==> src/fbc_consts.vh <==
`ifndef FBC_CONSTS_VH
`define FBC_CONSTS_VH
// APB register byte offsets
`define FBC_REG_CTRL 8'h00
`define FBC_REG_ADDR 8'h04
`define FBC_REG_DATA 8'h08
`define FBC_REG_STAT 8'h0C
`define FBC_REG_RDAT 8'h10
// Control register fields
`define FBC_CTRL_GO 0
`define FBC_CTRL_CMD_LSB 4
`define FBC_CTRL_CMD_MSB 7
`define FBC_CTRL_ACC 8
// Operation codes written to the control register
`define FBC_OP_READ 4'h0
`define FBC_OP_RESET 4'h1
`define FBC_OP_AUTOSEL 4'h2
`define FBC_OP_SEC_ENTER 4'h3
`define FBC_OP_SEC_EXIT 4'h4
`define FBC_OP_PROGRAM 4'h5
`define FBC_OP_BYP_ENTER 4'h6
`define FBC_OP_BYP_PROG 4'h7
`define FBC_OP_BYP_RESET 4'h8
// Flash command words
`define FBC_UNLK1_ADDR 22'h000555
`define FBC_UNLK1_DATA 16'h00AA
`define FBC_UNLK2_ADDR 22'h0002AA
`define FBC_UNLK2_DATA 16'h0055
`define FBC_CMD_RESET 16'h00F0
`define FBC_CMD_AUTOSEL 16'h0090
`define FBC_CMD_SEC_ENTER 16'h0088
`define FBC_CMD_SEC_EXIT 16'h0090
`define FBC_CMD_SEC_EXIT2 16'h0000
`define FBC_CMD_PROGRAM 16'h00A0
`define FBC_CMD_BYPASS 16'h0020
`define FBC_CMD_BYP_RST1 16'h0090
`define FBC_CMD_BYP_RST2 16'h0000
// Bus cycle timing in core clocks
`define FBC_T_SETUP 4'h2
`define FBC_T_PULSE 4'h5
`define FBC_T_HOLD 4'h2
`define FBC_T_READ 4'h8
// Widths
`define FBC_AW 22
`define FBC_DW 16
`endif

==> src/fbc_bus_cycle.v <==
`include "fbc_consts.vh"
`default_nettype none
// ****************************************
// One bus cycle on the flash pins
// ****************************************
module fbc_bus_cycle (
   input wire i_core_clk,
   input wire i_rst_n,
   input wire i_ce,
   input wire i_start,
   input wire i_write,
   input wire [21:0] i_addr,
   input wire [15:0] i_wdata,
   input wire [15:0] i_dq_in,
   output reg o_done,
   output reg [15:0] o_rdata,
   output reg [21:0] o_fa,
   output reg [15:0] o_dq_out,
   output reg o_dq_oe,
   output reg o_we_n,
   output reg o_oe_n,
   output reg o_ce_n
);
   localparam ST_IDLE = 2'h0;
   localparam ST_SETUP = 2'h1;
   localparam ST_PULSE = 2'h2;
   localparam ST_HOLD = 2'h3;
   reg [1:0] st_r;
   reg [3:0] cnt_r;
   reg wr_r;
   // Address stable before strobe falls, data held past rising strobe
   always @(posedge i_core_clk or negedge i_rst_n) begin
      if (!i_rst_n) begin
         st_r <= ST_IDLE;
         cnt_r <= 4'h0;
         wr_r <= 1'b0;
         o_done <= 1'b0;
         o_rdata <= 16'h0000;
         o_fa <= 22'h000000;
         o_dq_out <= 16'h0000;
         o_dq_oe <= 1'b0;
         o_we_n <= 1'b1;
         o_oe_n <= 1'b1;
         o_ce_n <= 1'b1;
      end else if (i_ce) begin
         o_done <= 1'b0;
         case (st_r)
            ST_IDLE: begin
               if (i_start) begin
                  o_fa <= i_addr;
                  o_dq_out <= i_wdata;
                  o_dq_oe <= i_write;
                  wr_r <= i_write;
                  cnt_r <= `FBC_T_SETUP;
                  st_r <= ST_SETUP;
               end
            end
            ST_SETUP: begin
               if (cnt_r == 4'h1) begin
                  o_ce_n <= 1'b0;
                  o_we_n <= ~wr_r;
                  o_oe_n <= wr_r;
                  cnt_r <= wr_r ? `FBC_T_PULSE : `FBC_T_READ;
                  st_r <= ST_PULSE;
               end else begin
                  cnt_r <= cnt_r - 4'h1;
               end
            end
            ST_PULSE: begin
               if (cnt_r == 4'h1) begin
                  o_rdata <= i_dq_in;
                  o_we_n <= 1'b1;
                  o_oe_n <= 1'b1;
                  o_ce_n <= 1'b1;
                  cnt_r <= `FBC_T_HOLD;
                  st_r <= ST_HOLD;
               end else begin
                  cnt_r <= cnt_r - 4'h1;
               end
            end
            ST_HOLD: begin
               if (cnt_r == 4'h1) begin
                  o_dq_oe <= 1'b0;
                  o_done <= 1'b1;
                  st_r <= ST_IDLE;
               end else begin
                  cnt_r <= cnt_r - 4'h1;
               end
            end
            default: st_r <= ST_IDLE;
         endcase
      end
   end
endmodule // fbc_bus_cycle
`default_nettype wire

==> src/fbc_ctrl.v <==
// Operation
// - Bad sequence needs reset command
// - Host resets after timeout flag or autoselect
// - Autoselect only while no bank busy
// - Autoselect: two unlocks plus bank command
// - Protection read needs bank and sector
// - Secure region: three in, four out
// - Program: unlocks, setup, address with data
// - Bypass entry: unlocks then 20h
// - Bypass: A0h then address, two-cycle exit
//
// Implementation choices: the APB slave port and the register offsets.
`include "fbc_consts.vh"
`default_nettype none
module fbc_ctrl (
   input wire i_core_clk,
   input wire i_rst_n,
   input wire i_ce,
   input wire i_psel,
   input wire i_penable,
   input wire i_pwrite,
   input wire [7:0] i_paddr,
   input wire [31:0] i_pwdata,
   output reg [31:0] o_prdata,
   output reg o_pready,
   output reg o_pslverr,
   input wire [15:0] i_dq_in,
   input wire i_ready_busy_output,
   output wire [21:0] o_fa,
   output wire [15:0] o_dq_out,
   output wire o_dq_oe,
   output wire o_we_n,
   output wire o_oe_n,
   output wire o_ce_n,
   output reg o_acc_hv
);
   // ****************************************
   // Registers and state
   // ****************************************
   localparam ST_IDLE = 3'h0;
   localparam ST_ISSUE = 3'h1;
   localparam ST_WAIT = 3'h2;
   localparam ST_POLL = 3'h3;
   localparam ST_PWAIT = 3'h4;
   reg [2:0] st_r;
   reg [3:0] op_r;
   reg [2:0] step_r;
   reg [21:0] addr_r;
   reg [15:0] data_r;
   reg [15:0] rdat_r;
   reg busy_r, err_r, secure_r, bypass_r, autosel_r;
   reg [2:0] ry_sync_r;
   reg ry_r;
   reg cyc_start_r, cyc_wr_r;
   reg [21:0] cyc_addr_r;
   reg [15:0] cyc_data_r;
   wire cyc_done;
   wire [15:0] cyc_rdata;
   wire [3:0] nsteps;
   wire last_step;

   fbc_bus_cycle u_cyc (
      .i_core_clk(i_core_clk),
      .i_rst_n(i_rst_n),
      .i_ce(i_ce),
      .i_start(cyc_start_r),
      .i_write(cyc_wr_r),
      .i_addr(cyc_addr_r),
      .i_wdata(cyc_data_r),
      .i_dq_in(i_dq_in),
      .o_done(cyc_done),
      .o_rdata(cyc_rdata),
      .o_fa(o_fa),
      .o_dq_out(o_dq_out),
      .o_dq_oe(o_dq_oe),
      .o_we_n(o_we_n),
      .o_oe_n(o_oe_n),
      .o_ce_n(o_ce_n)
   );

   // Cycle count of each operation
   assign nsteps = (op_r == `FBC_OP_READ) ? 4'h1 :
                   (op_r == `FBC_OP_RESET) ? 4'h1 :
                   (op_r == `FBC_OP_AUTOSEL) ? 4'h3 :
                   (op_r == `FBC_OP_SEC_ENTER) ? 4'h3 :
                   (op_r == `FBC_OP_SEC_EXIT) ? 4'h4 :
                   (op_r == `FBC_OP_PROGRAM) ? 4'h4 :
                   (op_r == `FBC_OP_BYP_ENTER) ? 4'h3 :
                   4'h2;
   assign last_step = ({1'b0, step_r} == nsteps - 4'h1);

   // ****************************************
   // Address and data of each sequence step
   // ****************************************
   always @* begin
      cyc_wr_r = 1'b1;
      cyc_addr_r = addr_r;
      cyc_data_r = data_r;
      if (op_r == `FBC_OP_READ) begin
         cyc_wr_r = 1'b0;
      end else if (op_r == `FBC_OP_RESET) begin
         cyc_data_r = `FBC_CMD_RESET;
      end else if (op_r == `FBC_OP_BYP_PROG) begin
         cyc_data_r = (step_r == 3'h0) ? `FBC_CMD_PROGRAM : data_r;
      end else if (op_r == `FBC_OP_BYP_RESET) begin
         cyc_data_r = (step_r == 3'h0) ? `FBC_CMD_BYP_RST1 : `FBC_CMD_BYP_RST2;
      end else if (step_r == 3'h0) begin
         cyc_addr_r = `FBC_UNLK1_ADDR;
         cyc_data_r = `FBC_UNLK1_DATA;
      end else if (step_r == 3'h1) begin
         cyc_addr_r = `FBC_UNLK2_ADDR;
         cyc_data_r = `FBC_UNLK2_DATA;
      end else if (step_r == 3'h2) begin
         cyc_addr_r = (op_r == `FBC_OP_AUTOSEL) ? addr_r : `FBC_UNLK1_ADDR;
         case (op_r)
            `FBC_OP_AUTOSEL: cyc_data_r = `FBC_CMD_AUTOSEL;
            `FBC_OP_SEC_ENTER: cyc_data_r = `FBC_CMD_SEC_ENTER;
            `FBC_OP_SEC_EXIT: cyc_data_r = `FBC_CMD_SEC_EXIT;
            `FBC_OP_PROGRAM: cyc_data_r = `FBC_CMD_PROGRAM;
            default: cyc_data_r = `FBC_CMD_BYPASS;
         endcase
      end else begin
         cyc_data_r = (op_r == `FBC_OP_SEC_EXIT) ? `FBC_CMD_SEC_EXIT2 : data_r;
      end
   end

   // ****************************************
   // Sequencer and APB slave
   // ****************************************
   // Program completion is tracked through the ready pin, so no polling loop on status bits
   always @(posedge i_core_clk or negedge i_rst_n) begin
      if (!i_rst_n) begin
         st_r <= ST_IDLE;
         op_r <= `FBC_OP_READ;
         step_r <= 3'h0;
         addr_r <= 22'h000000;
         data_r <= 16'h0000;
         rdat_r <= 16'h0000;
         busy_r <= 1'b0;
         err_r <= 1'b0;
         secure_r <= 1'b0;
         bypass_r <= 1'b0;
         autosel_r <= 1'b0;
         ry_sync_r <= 3'h7; // Idle level of the ready pin, so no false busy after reset
         ry_r <= 1'b1;
         cyc_start_r <= 1'b0;
         o_prdata <= 32'h00000000;
         o_pready <= 1'b0;
         o_pslverr <= 1'b0;
         o_acc_hv <= 1'b0;
      end else if (i_ce) begin
         ry_sync_r <= {ry_sync_r[1:0], i_ready_busy_output};
         if (ry_sync_r[2] == ry_sync_r[1]) begin
            ry_r <= ry_sync_r[2];
         end
         cyc_start_r <= 1'b0;
         o_pready <= 1'b0;
         o_pslverr <= 1'b0;
         // APB access, one wait state
         if (i_psel && i_penable && !o_pready) begin
            o_pready <= 1'b1;
            o_prdata <= 32'h00000000;
            if (i_pwrite) begin
               case (i_paddr)
                  `FBC_REG_CTRL: begin
                     o_acc_hv <= i_pwdata[`FBC_CTRL_ACC] & ~secure_r;
                     if (i_pwdata[`FBC_CTRL_GO]) begin
                        if (busy_r) begin
                           err_r <= 1'b1;
                        end else begin
                           op_r <= i_pwdata[`FBC_CTRL_CMD_MSB:`FBC_CTRL_CMD_LSB];
                           step_r <= 3'h0;
                           busy_r <= 1'b1;
                           err_r <= 1'b0;
                           st_r <= ST_ISSUE;
                        end
                     end
                  end
                  `FBC_REG_ADDR: addr_r <= i_pwdata[21:0];
                  `FBC_REG_DATA: data_r <= i_pwdata[15:0];
                  default: o_pslverr <= 1'b1;
               endcase
            end else begin
               case (i_paddr)
                  `FBC_REG_CTRL: o_prdata <= {23'h000000, o_acc_hv, op_r, 4'h0};
                  `FBC_REG_ADDR: o_prdata <= {10'h000, addr_r};
                  `FBC_REG_DATA: o_prdata <= {16'h0000, data_r};
                  `FBC_REG_STAT: o_prdata <= {26'h0000000, ry_r, autosel_r, bypass_r,
                                              secure_r, err_r, busy_r};
                  `FBC_REG_RDAT: o_prdata <= {16'h0000, rdat_r};
                  default: o_pslverr <= 1'b1;
               endcase
            end
         end
         case (st_r)
            ST_IDLE: ;
            ST_ISSUE: begin
               if ((op_r == `FBC_OP_AUTOSEL && !ry_r) ||
                   (op_r == `FBC_OP_BYP_ENTER && secure_r) ||
                   (op_r > `FBC_OP_BYP_RESET)) begin
                  err_r <= 1'b1;
                  busy_r <= 1'b0;
                  st_r <= ST_IDLE;
               end else begin
                  cyc_start_r <= 1'b1;
                  st_r <= ST_WAIT;
               end
            end
            ST_WAIT: begin
               if (cyc_done) begin
                  if (!last_step) begin
                     step_r <= step_r + 3'h1;
                     st_r <= ST_ISSUE;
                  end else begin
                     rdat_r <= cyc_rdata;
                     case (op_r)
                        `FBC_OP_RESET: begin
                           autosel_r <= 1'b0;
                        end
                        `FBC_OP_AUTOSEL: autosel_r <= 1'b1;
                        `FBC_OP_SEC_ENTER: begin
                           secure_r <= 1'b1;
                           o_acc_hv <= 1'b0;
                        end
                        `FBC_OP_SEC_EXIT: secure_r <= 1'b0;
                        `FBC_OP_BYP_ENTER: bypass_r <= 1'b1;
                        `FBC_OP_BYP_RESET: bypass_r <= 1'b0;
                        default: ;
                     endcase
                     if (op_r == `FBC_OP_PROGRAM || op_r == `FBC_OP_BYP_PROG) begin
                        st_r <= ST_POLL;
                     end else begin
                        busy_r <= 1'b0;
                        st_r <= ST_IDLE;
                     end
                  end
               end
            end
            ST_POLL: begin
               if (!ry_r) begin
                  st_r <= ST_PWAIT;
               end
            end
            ST_PWAIT: begin
               if (ry_r) begin
                  busy_r <= 1'b0;
                  st_r <= ST_IDLE;
               end
            end
            default: st_r <= ST_IDLE;
         endcase
      end
   end
endmodule // fbc_ctrl
`default_nettype wire

==> config.mk <==
export PLATFORM = sky130hd
export DESIGN_NAME = fbc_ctrl
export DESIGN_NICKNAME = d
export VERILOG_FILES = /design/src/fbc_bus_cycle.v /design/src/fbc_ctrl.v
export VERILOG_INCLUDE_DIRS = /design/src
export SDC_FILE = /design/constraint.sdc
export NUM_CORES = 1
export LEC_CHECK = 0
export BUFFER_PORTS_ARGS = -buffer_cell sky130_fd_sc_hd__buf_2
export CORE_AREA = 2 2 131 133
export DETAILED_ROUTE_END_ITERATION = 7
export DIE_AREA = 0 0 133 135
export GPL_ROUTABILITY_DRIVEN = 0
export PLACE_DENSITY = 0.8
export SYNTH_ARGS = -nofsm -noshare
export SYNTH_HDL_FRONTEND = slang
export SYNTH_SLANG_ARGS = --single-unit
==> constraint.sdc <==
create_clock -name i_core_clk -period 6.3 [get_ports i_core_clk]
set_clock_uncertainty 0.1 [all_clocks]
set_input_delay 0.945 -clock i_core_clk [delete_from_list [all_inputs] [get_ports i_core_clk]]
set_output_delay 0.945 -clock i_core_clk [all_outputs]
set_load 0.01 [all_outputs]
* Word-level counts from Yosys, hierarchy flattened
Cells that the tools add are included.
** Word-level totals
- Bits of input ports :: 63
- Register bits after elaboration :: 175
** Operators by class
- Reductions and logical operators :: 37
- Order comparisons :: 1
- Equal/unequal tests :: 29
- Add/subtract/negate cells :: 3
- Bitwise operators :: 4
- Multiplexer cells :: 105
** Operators with widths (number)
- 22-bit 2-to-1 mux :: 9
- 16-bit 2-to-1 mux :: 9
- 22-bit case mux with 5 select lines :: 1
- 3-bit 2-to-1 mux :: 22
- 1-bit 2-to-1 mux :: 39
- 8-bit case mux with 3 select lines :: 1
- 4-bit 2-to-1 mux :: 5
- 4-bit AND reduction :: 5
- 5-bit AND reduction :: 4
- 4-bit by 3-bit == test with 1-bit output (second input constant) :: 4
- 8-bit by 4-bit == test with 1-bit output (second input constant) :: 2
- 4-bit case mux with 4 select lines :: 1
- 3-bit case mux with 5 select lines :: 1
- 2-bit 2-to-1 mux :: 7
- 1-bit case mux with 2 select lines :: 7
- 2-bit nonzero test :: 5
- 3-bit by 2-bit == test with 1-bit output (second input constant) :: 3
- 3-bit AND reduction :: 3
- 4-bit by 1-bit == test with 1-bit output (second input constant) :: 2
- 4-bit by 2-bit == test with 1-bit output (second input constant) :: 2
- 8-bit by 3-bit == test with 1-bit output (second input constant) :: 1
- 8-bit by 5-bit == test with 1-bit output (second input constant) :: 1
- 8-bit zero test :: 1
- 8-bit 2-to-1 mux :: 1
- 28 further kinds :: 43

* Depth between registers and ports, before layout
- Word-level depth :: 13
- Depth in mapped cells :: 11

* Cells and area by module
A second synthesis with hierarchy kept.
** Second synthesis, totals
- Cell total of the unflattened synthesis :: 750
- Area total of the unflattened synthesis :: 8431.8 um^2
** Modules (own cells, without submodules)
- fbc_ctrl :: cells an instance 552, seq. area each 2482.4 um^2, area an instance 5602.9 um^2, times used 1
- fbc_bus_cycle :: cells an instance 198, seq. area each 1655.3 um^2, area an instance 2829.0 um^2, times used 1

* Worst setup path after synthesis
Ideal clock, no wire load.
- Path type :: flip-flop to flip-flop
- Start :: register op_r[1]
- End :: register rdat_r[10]
- Required time :: 6.075 ns
- Slack :: 3.453 ns
- Period minus slack after synthesis :: 2.847 ns
- Path buffers :: 4
- Stages on the path, launching flop included :: 12
- Setup time :: 0.125 ns
- Arrival time :: 2.622 ns
- Cell sequence :: dfrtp_1 buf_4 clkbuf_1 buf_1 nor2_1 ha_1 xor2_1 xnor2_1 o211ai_1 nor2_2 buf_4 mux2_2
** On the way
- Longest elaborated chain between the ends :: 11
- Elaborated cells on any way between the ends :: 17
- Those cells by class :: 1 x add/sub; 7 x eq/ne; 7 x mux; 2 x reduce/logical
** Ends and longest elaborated chain
- from (decl) :: RTL line fbc_ctrl.v:46 : reg [3:0] op_r;
- from (signal assigned) :: RTL line fbc_ctrl.v:134 : op_r <= `FBC_OP_READ;
- from (signal assigned) :: RTL line fbc_ctrl.v:171 : op_r <= i_pwdata[`FBC_CTRL_CMD_MSB:`FBC_CTRL_CMD_LSB];
- 4-bit by 3-bit == test with 1-bit output
- 1-bit 2-to-1 mux :: RTL line fbc_ctrl.v:88 : (op_r == `FBC_OP_BYP_ENTER) ? 4'h3 :
- 3-bit 2-to-1 mux :: RTL line fbc_ctrl.v:87 : (op_r == `FBC_OP_PROGRAM) ? 4'h4 :
- 3-bit 2-to-1 mux :: RTL line fbc_ctrl.v:86 : (op_r == `FBC_OP_SEC_EXIT) ? 4'h4 :
- 3-bit 2-to-1 mux :: RTL line fbc_ctrl.v:85 : (op_r == `FBC_OP_SEC_ENTER) ? 4'h3 :
- 3-bit 2-to-1 mux :: RTL line fbc_ctrl.v:84 : (op_r == `FBC_OP_AUTOSEL) ? 4'h3 :
- 3-bit 2-to-1 mux :: RTL line fbc_ctrl.v:83 : (op_r == `FBC_OP_RESET) ? 4'h1 :
- 3-bit 2-to-1 mux (*) :: RTL line fbc_ctrl.v:82 : assign nsteps = (op_r == `FBC_OP_READ) ? 4'h1 :
- 3-bit by 1-bit subtractor with 4-bit output (*) :: RTL line fbc_ctrl.v:90 : assign last_step = ({1'b0, step_r} == nsteps - 4'h1);
- 3-bit by 4-bit == test with 1-bit output (*) :: RTL line fbc_ctrl.v:90
- 4-bit AND reduction (no line) (*)
- to (signal assigned) :: RTL line fbc_ctrl.v:215 : rdat_r <= cyc_rdata;
- to (decl) :: RTL line fbc_ctrl.v:50 : reg [15:0] rdat_r;
Every way passes the cells marked *; elsewhere a longest branch is shown, timed or not.
A chain may end at the register's enable or synchronous reset.

* Worst setup path after layout
- Start :: register op_r[0]
- End :: register rdat_r[2]
The elaborated chain is that of the path after synthesis.

==> run_results.csv <==
group,metric,value,unit
logic_synthesis,postSynthAreaPerCell,10.7,um^2
finish,area_growth,15.7,%
sta,hold_viol,0,
flow_run,drv_cap,0,
route,viasPerCell,5.84,
logic_synthesis,synth-edff-count,0,
power_and_ir_drop,peakVddDrop,0.000148,V
logic_synthesis,synthXorXnorAreaFrac,0.648,%
logic_synthesis,synth_area,8110,um^2
power_and_ir_drop,leakage,4.58,nW
power_and_ir_drop,seqPwrFrac,45.2,%
sta,max-slew-margin-rel,26.3,%
logic_synthesis,synth-seq-area-share,51.0,%
critical_path,r2r_start,"op_r[0]",
power_and_ir_drop,switching_power,0.772,mW
floorplan,die_h,135,um
route,drt_pass1_iterations,6,
logic_synthesis,synthCells,755,
logic_synthesis,synth_top_cell_by_area,"dfrtp_1",
logic_synthesis,yosys.area_share.adder,1.70,%
sta,setup_violations,0,
grt,grt_pass1_wl,33300,um
outcome,outcome,"finished, final reports clean",
route,first_iter_violations,584,
grt,antenna_found_initial,0,
logic_synthesis,synth_top_family_by_area,"compound AO/OA/AOI/OAI gates",
logic_synthesis,synth_flop_cell,"dfrtp_1",
floorplan,die_w,133,um
floorplan,die_area,18000,um^2
floorplan,start_util,49.4,%
cts,cts_hold_buf,0,
floorplan,std_cell_rows,47,
logic_synthesis,ys_seq_elements,165,
power_and_ir_drop,p_per_area,293,nW/um^2
cts,insertion_delay,0.44,ns
logic_synthesis,yosysUniqueCellTypes,76,
cts,cts_tree,"yes",
grt,grt_pass1_vias,6108,
logic_synthesis,ys_async_sr_fraction,100,%
critical_path,cp_slowest_stage_delay,0.84,ns
critical_path,cp_slowest_cell,"nor2_2",
logic_synthesis,synthSimpleGateAreaFrac,12.8,%
critical_path,crit_type,"reg -> reg",
power_and_ir_drop,switching_share,28.1,%
route,final_antenna_net_count,0,
floorplan,core,16400,um^2
route,drc,0,
cts,cts_sinks,165,
cts,cts_buffers,17,
logic_synthesis,yosys_warnings,0,
sta,setup_tns,0,ns
logic_synthesis,muxShareOfSynthArea,12.8,%
worst_hold_path,hold_path_class,"reg -> reg",
grt,grt_start_max_net_pins,88,
finish,drive_gt1_share,30.5,%
grt,overflow,0,
power_and_ir_drop,internal_power,1.98,mW
worst_hold_path,hold_path_depth,2,
worst_hold_path,hold_path_end,"u_cyc.o_ce_n",
logic_synthesis,yosys.area.top_type_share,48.8,%
power_and_ir_drop,power_frac_comb,15.9,%
place,portBuffers,119,
sta,period_share,59.1,%
logic_synthesis,synth_compound_area_share,16.6,%
critical_path,reg2reg_setup_slack,2.58,ns
critical_path,cp.arrival,3.94,ns
critical_path,cp-start-kind,"flop",
finish,fin_nets,922,
route,avgRoutedWirePerCell,19.2,um
grt,grt_usage,23.8,%
critical_path,crit_required,6.52,ns
floorplan,pin_count,140,
critical_path,reg2reg_depth,8,
finish,fill_cells,1369,
place,dpl.hpwl,14300,um
route,drt-total-wl,20700,um
cts,root_buffer,"clkbuf_16",
power_and_ir_drop,totalPowerFinal,2.75,mW
power_and_ir_drop,clockPowerShare,38.9,%
critical_path,reg2reg_to,"rdat_r[2]",
sta,period_needed,3.72,ns
cts,cts.clk_slew.worst_paths,0.06,ns
critical_path,end_kind,"flop",
cts,post_cts_buffers,0,
worst_hold_path,hold_start,"u_cyc.o_ce_n",
critical_path,crit_fanout,21,
route,vias,6313,
cts,cts_resized,0,
sta,tightest_slew,1.09,ns
sta,report.final.slew_viol_count,0,
critical_path,crit_chain,"nand2b_1, a21o_1, ha_1, xor2_1, xnor2_1, o211ai_1, nor2_2, mux2_2",
sta,max_freq,0.269,GHz
sta,rsz0062_at_grt,"no",
cts,htree_levels,4,
cts,cts.path.max_buffers,2,
logic_synthesis,synth_area_leaders,"dfrtp_1 (49%), mux2_2 (11%), a22o_1 (3.1%), o21ai_0 (3.0%), nand2_1 (3.0%)",
finish,antenna_cells,0,
==> cell type report <==
class	instances	area, um^2	share of cell area [%]
sequential	165	4140	44.1
multi-input combinational	521	3640	38.8
timing repair buffer	125	647	6.90
clock buffer	21	470	5.02
tap	220	275	2.93
clock inverter	11	140	1.49
inverter	18	67.6	0.720
==> per-layer routing <==
layer  track usage (%)  share of wire [%]  vias up
met4              8.54                2.6        0
met2              37.3                 47      269
li1                  -                  -     2911
met3              6.27                7.2       40
met5                 0                  0        -
met1              32.2                 44     3093
==> worst max-delay path, delay by kind of cell (launching register included) <==
family | cells | cell delay [ns]
and+or+nand+nor | 2 | 1.18
AOI/OAI and AO/OA | 2 | 0.65
DFF | 1 | 0.62
muxes | 1 | 0.43
xor gates and xnor gates | 2 | 0.42
adders and majority gates | 1 | 0.20
==> flip-flops by register name, summed over array words and instances, names as in the netlist, 2 cells and up <==
register        cells
u_cyc.cnt_r         4
u_cyc.o_rdata      16
op_r                4
data_r             16
u_cyc.o_fa         22
u_cyc.o_dq_out     16
addr_r             22
o_prdata           22
rdat_r             16
u_cyc.st_r          2
step_r              3
st_r                3
ry_sync_r           3
==> cell usage in the layout, fill, tap and decap left out, types with 6 or more instances in the layout <==
master / count
a21oi_1: 44
a22o_1: 29
a22oi_1: 12
a31oi_1: 11
buf_2: 118
buf_4: 6
clkbuf_16: 17
conb_1: 10
dfrtp_1: 158
dfstp_2: 7
ha_1: 11
inv_1: 18
mux2_2: 82
mux2i_1: 10
nand2_1: 64
nand2b_1: 8
nand3_1: 7
nor2_1: 50
nor2b_1: 10
nor3_1: 13
o211ai_1: 6
o21ai_0: 48
o2bb2ai_1: 6
==> logic make-up (layout without fill, tap and decap cells) <==
group           count (synthesis)  after routing
flops                         165            165
simple gates                  201            201
other cells                     1             10
compound gates                200            200
buf+inv                        78            175
mux                            93             93
xor+xnor                        6              6
fa+ha+maj                      11             11
==> synthesized netlist by cell type (7+ instances only) <==
cell type	number
dfrtp_1	158
mux2_2	82
nand2_1	64
nor2_1	50
o21ai_0	48
a21oi_1	44
a22o_1	29
clkbuf_1	28
inv_1	18
nor3_1	13
a22oi_1	12
buf_2	12
buf_4	12
a31oi_1	11
ha_1	11
mux2i_1	10
nor2b_1	10
nand2b_1	8
buf_1	7
dfstp_2	7
nand3_1	7
==> stage by stage <==
step           util (%)  instance area, um^2  setup WS, ns  hold WS (ns)  instances
2_1_floorplan         -                 8140          3.45         0.361        764
3_3_place_gp       53.4                 8770          2.37         0.350       1049
3_5_place_dp       53.4                 8770          2.30         0.353       1049
4_1_cts            57.2                 9380          2.56         0.364       1081
5_1_grt            57.2                 9380          2.36         0.391       1081
6_report           57.2                 9380          2.58         0.361       1081
==> power by group through the flow <==
| stage | logic (mW) | clock network (mW) | registers, mW |
|---|---|---|---|
| 2_1_floorplan | 0.320 | 0 | 1.23 |
| 3_3_place_gp | 0.418 | 0 | 1.25 |
| 3_5_place_dp | 0.433 | 0 | 1.26 |
| 4_1_cts | 0.437 | 1.08 | 1.24 |
| 5_1_grt | 0.492 | 1.13 | 1.26 |
| 6_report | 0.437 | 1.07 | 1.24 |
==> worst max-delay path by stage <==
stage,from,slack (ns),to,cells past startpoint
2_1_floorplan,op_r[1],3.45,rdat_r[10],11
3_3_place_gp,i_ce,2.37,addr_r[18],6
3_5_place_dp,i_ce,2.30,addr_r[18],6
4_1_cts,op_r[0],2.56,rdat_r[2],8
5_1_grt,op_r[0],2.36,rdat_r[13],8
6_report,op_r[0],2.58,rdat_r[2],8
(Power assumes the default switching activity.)
